$ cat src/include/pd2g_params.svh
`ifndef PD2G_PARAMS_SVH
`define PD2G_PARAMS_SVH

// register addresses on the serial configuration port
`define PD2G_ADDR_W        7
`define PD2G_ADDR_PLL2     7'h6C
`define PD2G_ADDR_PLL1     7'h6D

// register width, reset value and writable bits (bit 3 unused)
`define PD2G_DATA_W        8
`define PD2G_RESET_VAL     8'hC2
`define PD2G_WRITE_MASK    8'hF7
`define PD2G_ZERO_BYTE     8'h00

// field positions inside each gain register
`define PD2G_AUTO_BIT      7
`define PD2G_ANA_HI        6
`define PD2G_ANA_LO        4
`define PD2G_DIG_HI        2
`define PD2G_DIG_LO        0
`define PD2G_GAIN_W        3
`define PD2G_ZERO_GAIN     3'h0

// index of each pll in the register array
`define PD2G_NUM_PLL       2
`define PD2G_IDX_PLL1      1'h0
`define PD2G_IDX_PLL2      1'h1

`endif

$ cat src/include/pd2g_pkg.sv
package pd2g_pkg;

    // loop feedback mode reported by the pll datapath
    typedef enum logic {
        PD2G_FB_DIGITAL,
        PD2G_FB_ANALOG
    } pd2g_fb_mode_t;

    // phase detector gain code
    typedef logic [2:0] pd2g_gain_t;

endpackage : pd2g_pkg

$ cat src/verilog/pd2g_gain_sel.sv
`timescale 1ns/1ps
`include "pd2g_params.svh"

module pd2g_gain_sel
    import pd2g_pkg::*;
(
    input  wire logic          clk,
    input  wire logic          reset,
    input  wire logic          auto_en,      // automatic selection enable
    input  wire pd2g_gain_t    analog_gain,  // gain for analog feedback
    input  wire pd2g_gain_t    digital_gain, // gain for digital feedback
    input  wire pd2g_fb_mode_t fb_mode,      // current feedback mode
    input  wire logic          ref_above_8k, // reference faster than 8 kHz
    output logic [2:0]         gain_q,       // applied detector gain
    output logic               in_use_q      // this gain set is in use
);

    logic [2:0] gain_d;    // next applied gain
    logic       in_use_d;  // next in-use flag

    // choose the detector gain from the fields and the loop state
    always_comb begin
        gain_d   = digital_gain;
        in_use_d = 1'b1;
        if (!auto_en) begin
            // selection off: digital field always applies
            gain_d   = digital_gain; // RULE2
            in_use_d = 1'b1;
        end else if (fb_mode == PD2G_FB_DIGITAL) begin
            // digital feedback lock
            gain_d   = digital_gain; // RULE1 RULE5
            in_use_d = 1'b1;
        end else if (ref_above_8k) begin
            // analog feedback on a fast reference
            gain_d   = analog_gain; // RULE5
            in_use_d = 1'b1;
        end else begin
            // slow analog reference: another gain set governs
            gain_d   = `PD2G_ZERO_GAIN;
            in_use_d = 1'b0;
        end
    end

    // register the selection
    always_ff @(posedge clk or posedge reset) begin
        if (reset) begin
            gain_q   <= `PD2G_ZERO_GAIN;
            in_use_q <= 1'b0;
        end else begin
            gain_q   <= gain_d;
            in_use_q <= in_use_d;
        end
    end
endmodule : pd2g_gain_sel

$ cat src/verilog/pd2g_regs.sv
`timescale 1ns/1ps
`include "pd2g_params.svh"

// Notes on behaviour
// (RULE1) second pll digital field sets digital-mode gain
// (RULE2) selection off: digital field always applies
// (RULE3) second pll register read/write, resets to C2
// (RULE4) first pll register alike, resets to C2
// (RULE5) auto: analog field above 8 kHz; bit3 zero
module pd2g_regs
    import pd2g_pkg::*;
(
    input  wire logic          clk,
    input  wire logic          reset,
    input  wire logic [6:0]    reg_addr,
    input  wire logic          reg_wr,
    input  wire logic [7:0]    reg_wdata,
    input  wire logic          reg_rd,
    output logic [7:0]         reg_rdata,
    input  wire pd2g_fb_mode_t pll1_fb_mode,
    input  wire logic          pll1_ref_above_8k,
    input  wire pd2g_fb_mode_t pll2_fb_mode,
    input  wire logic          pll2_ref_above_8k,
    output logic               pll1_auto_gain_select_en,
    output logic [2:0]         pll1_analog_fb_gain,
    output logic [2:0]         pll1_digital_fb_gain,
    output logic               pll2_auto_gain_select_en,
    output logic [2:0]         pll2_analog_fb_gain,
    output logic [2:0]         pll2_digital_fb_gain,
    output logic [2:0]         pll1_applied_gain,
    output logic               pll1_gain_in_use,
    output logic [2:0]         pll2_applied_gain,
    output logic               pll2_gain_in_use
);

    // address decode: bit 1 hit, bit 0 register index
    function automatic logic [1:0] reg_decode(input logic [6:0] addr);
        logic [1:0] res;
        res = 2'h0;
        unique case (addr)
            `PD2G_ADDR_PLL1: res = {1'b1, `PD2G_IDX_PLL1};
            `PD2G_ADDR_PLL2: res = {1'b1, `PD2G_IDX_PLL2};
            default:         res = 2'h0;
        endcase
        return res;
    endfunction : reg_decode

    logic [7:0] cfg_q [`PD2G_NUM_PLL]; // gain registers, 0 first pll
    logic [7:0] cfg_d [`PD2G_NUM_PLL]; // next register values
    logic [7:0] rdata_q;               // read data holding register
    logic [7:0] rdata_d;               // next read data
    logic [1:0] wr_dec;                // decode of the write address
    logic [1:0] rd_dec;                // decode of the read address

    pd2g_fb_mode_t fb_mode [`PD2G_NUM_PLL]; // per pll feedback mode
    logic          fast_ref [`PD2G_NUM_PLL]; // per pll reference rate
    logic [2:0]    gain_q  [`PD2G_NUM_PLL]; // applied gains
    logic          use_q   [`PD2G_NUM_PLL]; // gain set in use

    assign wr_dec = reg_decode(reg_addr);
    assign rd_dec = reg_decode(reg_addr);

    // per pll loop state into arrays
    assign fb_mode[0]  = pll1_fb_mode;
    assign fb_mode[1]  = pll2_fb_mode;
    assign fast_ref[0] = pll1_ref_above_8k;
    assign fast_ref[1] = pll2_ref_above_8k;

    // register write: one byte per access, bit 3 kept at zero
    always_comb begin
        for (int i = 0; i < `PD2G_NUM_PLL; i++) begin
            cfg_d[i] = cfg_q[i];
        end
        if (reg_wr && wr_dec[1]) begin
            // RULE3 RULE4 RULE5
            cfg_d[wr_dec[0]] = reg_wdata & `PD2G_WRITE_MASK;
        end
    end

    // read path: answer the next cycle, hold until the next read
    always_comb begin
        rdata_d = rdata_q;
        if (reg_rd) begin
            if (rd_dec[1]) begin
                rdata_d = cfg_q[rd_dec[0]]; // RULE3 RULE4
            end else begin
                // unmapped address reads zero
                rdata_d = `PD2G_ZERO_BYTE;
            end
        end
    end

    // register state, reset to the documented default
    always_ff @(posedge clk or posedge reset) begin
        if (reset) begin
            for (int i = 0; i < `PD2G_NUM_PLL; i++) begin
                cfg_q[i] <= `PD2G_RESET_VAL; // RULE3 RULE4
            end
            rdata_q <= `PD2G_ZERO_BYTE;
        end else begin
            for (int i = 0; i < `PD2G_NUM_PLL; i++) begin
                cfg_q[i] <= cfg_d[i];
            end
            rdata_q <= rdata_d;
        end
    end

    assign reg_rdata = rdata_q;

    // gain selection for each pll
    generate
        for (genvar g = 0; g < `PD2G_NUM_PLL; g++) begin : gen_sel
            pd2g_gain_sel u_sel (
                .clk          (clk),
                .reset        (reset),
                .auto_en      (cfg_q[g][`PD2G_AUTO_BIT]),
                .analog_gain  (cfg_q[g][`PD2G_ANA_HI:`PD2G_ANA_LO]),
                .digital_gain (cfg_q[g][`PD2G_DIG_HI:`PD2G_DIG_LO]),
                .fb_mode      (fb_mode[g]),
                .ref_above_8k (fast_ref[g]),
                .gain_q       (gain_q[g]),
                .in_use_q     (use_q[g])
            );
        end
    endgenerate

    // field outputs straight from the register flops
    assign pll1_auto_gain_select_en = cfg_q[0][`PD2G_AUTO_BIT];
    assign pll1_analog_fb_gain      = cfg_q[0][`PD2G_ANA_HI:`PD2G_ANA_LO];
    assign pll1_digital_fb_gain     = cfg_q[0][`PD2G_DIG_HI:`PD2G_DIG_LO];
    assign pll2_auto_gain_select_en = cfg_q[1][`PD2G_AUTO_BIT];
    assign pll2_analog_fb_gain      = cfg_q[1][`PD2G_ANA_HI:`PD2G_ANA_LO];
    assign pll2_digital_fb_gain     = cfg_q[1][`PD2G_DIG_HI:`PD2G_DIG_LO];

    // applied gains from the selector flops
    assign pll1_applied_gain = gain_q[0];
    assign pll1_gain_in_use  = use_q[0];
    assign pll2_applied_gain = gain_q[1];
    assign pll2_gain_in_use  = use_q[1];
endmodule : pd2g_regs

$ cat config.mk
export PLATFORM = sky130hd
export DESIGN_NAME = pd2g_regs
export DESIGN_NICKNAME = d
export VERILOG_FILES = /design/src/include/pd2g_pkg.sv /design/src/verilog/pd2g_gain_sel.sv /design/src/verilog/pd2g_regs.sv
export VERILOG_INCLUDE_DIRS = /design/src /design/src/include
export SDC_FILE = /design/constraint.sdc
export NUM_CORES = 1
export LEC_CHECK = 0
export BUFFER_PORTS_ARGS = -buffer_cell sky130_fd_sc_hd__buf_2
export CAP_MARGIN = 20
export CORE_MARGIN = 2
export CORE_UTILIZATION = 30
export CTS_BUF_LIST = sky130_fd_sc_hd__clkbuf_4 sky130_fd_sc_hd__clkbuf_8 sky130_fd_sc_hd__clkbuf_16
export DETAILED_ROUTE_END_ITERATION = 8
export GPL_TIMING_DRIVEN = 0
export SLEW_MARGIN = 10
export SYNTH_ARGS = -nofsm -noshare
export SYNTH_HDL_FRONTEND = slang
export SYNTH_SLANG_ARGS = --single-unit
$ cat constraint.sdc
create_clock -name clk -period 0.9 [get_ports clk]
set_input_delay 0.18 -clock clk [delete_from_list [all_inputs] [get_ports clk]]
set_output_delay 0.18 -clock clk [all_outputs]
set_load 0.01 [all_outputs]
==> metrics.cfg <==
[critical_path]
critPathArrivalTime_ns = 0.94
critical_path.cell_chain = buf_6
cp_num_buf_inv = 1
cp_max_fo = 3
crit_path_start_kind = flop
endpoint = pll2_auto_gain_select_en
critPathLaunch = pll2_auto_gain_select_en
cp_data_required_time_ns = 0.72
rr_worst_depth = 3
cpPeakStageDelay_ns = 0.56
cp.depth = 1
cp-end-kind = output port
crit_type = flop to output port
path_delay_family = flip-flops
crit_path_top_delay_cell = dfstp_2
r2r-end = gen_sel[1].u_sel.in_use_q
timing.rr.start = pll2_auto_gain_select_en
reg2reg_slack_ns = -0.22

[placement]
io_buffers = 48
hpwl_um = 2200
dp_cells = 196
gp_congestion = 0.851

[pwr]
p_leak_nw = 1.02
total_power_mw = 3.44
ir_drop_mv = 1.25
power_density_mw_per_mm2 = 1700

[final_layout]
area_growth_syn_to_layout_pct = 63.3
nets = 200
diodes = 0
final_common_cell = buf_2
layout-drive-gt1-share_pct = 64.6
layout_common_cells = buf_2 (37), dfrtp_1 (23), buf_6 (20)
final_cells = 228

[synthesis]
synthDistinctLibCells = 19
ys_warn_count = 0
ys_ff_latch = 29
synthesis.nets = 121
synth_area_sq_mm = 0.00124
synth_cells = 98
synth_seq_area_share_pct = 59.0
avgSynthCellArea_sq_um = 12.7

[cts]
cts_tree = yes
cts.sink_count = 29
insertion_delay_ns = 0.27
path_clk_slew_ns = 0.06
cts_buffers = 5
h-tree-depth = 2
cts-root-buf = clkbuf_8
clockBufferDepth = 2

[timing]
period_share_pct = 124
finalHoldViolCount = 0
clock_skew_ns = 0.00948
drv_slew = 0
period_minus_slack_ns = 1.12
fmax_ghz = 0.897
setup_violations = 55
hold-worst-slack_ns = 0.148
rsz0062_at_grt = yes
fin_ws_ns = -0.215

[detailed_routing]
vias = 1010
avgRoutedWirePerCell_um = 14.5
firstDrtPassIters = 4
drc = 0
wl_um = 3320
via_per_inst = 4.43
drtAntennaViolNets = 0
drt_iter0_drc = 22

[floorplan]
die_y_um = 68.4
num_rows = 23
core_region_area_sq_mm = 0.00400
ios = 53
initial_utilization_pct = 31.1
fp.dieW_um = 68.4
die-area_sq_mm = 0.00467

[global_routing]
antenna_found_initial = 0
grtUsageTotal_pct = 14.9
grt_pass1_wl_um = 4910
grt_pass1_vias = 1035
grt_max_degree = 30
overflow = 0

[run_status]
violations = negative setup slack
outcome = finished, violations left

[hold_path]
hold_path.class = input port to flop

[flow_run]
drv_cap = 0

[registers in the layout, indices dropped and copies added, names as in the netlist, 2 cells and up]
name and cells:
pll1_analog_fb_gain 3, gen_sel.u_sel.in_use_q 2, pll1_digital_fb_gain 3, gen_sel.u_sel.gain_q 6
pll2_analog_fb_gain 3, pll2_digital_fb_gain 3, reg_rdata 7
[worst min-delay path by stage]
stage / end / slack [ns] / from / cells after the start
after floorplan: gen_sel[0].u_sel.gain_q[0] / 0.25 / reset / 1
after global placement: pll2_analog_fb_gain[0] / 0.42 / reg_wdata[4] / 2
after detailed placement: pll2_auto_gain_select_en / 0.43 / reg_wdata[7] / 2
after CTS: pll2_digital_fb_gain[0] / 0.14 / reg_wdata[0] / 2
after global routing: pll2_analog_fb_gain[1] / 0.14 / reg_wdata[5] / 2
final: pll2_analog_fb_gain[1] / 0.15 / reg_wdata[5] / 2
[layout make-up]
cell class / instances / area, sq um
sequential: 29 / 733
inverter: 8 / 30.0
buffer: 4 / 30.0
fill: 350 / 1970
timing repair buffer: 72 / 544
multi-input combinational: 57 / 509
clock buffer: 7 / 90.1
clock inverter: 1 / 30.0
tap: 50 / 62.6
[cells in the mapped netlist]
library cell	instances	area, sq um
mux2_4	7	105
clkbuf_1	1	3.75
dfstp_2	6	158
o22ai_1	7	43.8
buf_4	2	15.0
dfrtp_1	23	576
nand2_1	14	52.6
o21ai_0	6	30.0
and4b_1	1	10.0
nand3_2	1	10.0
and2b_2	1	8.76
mux2_2	7	78.8
mux2i_1	7	70.1
or2_2	2	12.5
buf_6	1	11.3
nand4_1	1	6.26
conb_1	1	3.75
inv_1	8	30.0
and3b_1	2	17.5
[kinds of logic (layout without fill, tap and decap cells)]
| kind of cell | Yosys count | in the layout | share of synthesized area, % |
|---|---|---|---|
| buf+inv | 12 | 92 | 4.83 |
| flops | 29 | 29 | 59.0 |
| other cells | 1 | 1 | 0.302 |
| compound gates | 13 | 13 | 5.94 |
| mux | 21 | 21 | 20.4 |
| simple gates | 22 | 22 | 9.47 |
[stage by stage]
step,setup slack (ns),util [%],setup TNS [ns],area [sq um]
2_1_floorplan,-0.251,-,-2.35,1250
3_3_place_gp,-0.419,38.9,-12.12,1560
3_5_place_dp,-0.417,38.9,-13.84,1560
4_1_cts,-0.225,47.0,-5.00,1880
5_1_grt,-0.242,50.7,-6.61,2030
6_report,-0.215,50.7,-4.96,2030
[routing by layer]
| layer | up-vias | routed length [um] | GRT usage [%] |
|---|---|---|---|
| li1 | 493 | - | - |
| met1 | 477 | 1450 | 19.5 |
| met2 | 34 | 1600 | 21.8 |
| met3 | 6 | 220 | 5.43 |
| met4 | 0 | 36 | 7.00 |
| met5 | - | 0 | 0 |
[where the power goes]
part           total, mW  internal (mW)  switching (mW)
sequential          1.45           1.40          0.0528
clock               1.39          0.931           0.460
combinational      0.599          0.342           0.257
total               3.44           2.67           0.770
[timing repair]
action | in CTS | in global routing
gates resized for setup | 21 | 16
hold buffers | 0 | 2
setup endpoints to repair | 51 | 55
pin swaps | 4 | 2
setup buffers | 15 | 7
endpoints found under the hold margin | 0 | 5
gates cloned | 0 | 0
Note: power is estimated with default switching activity, not from simulation.
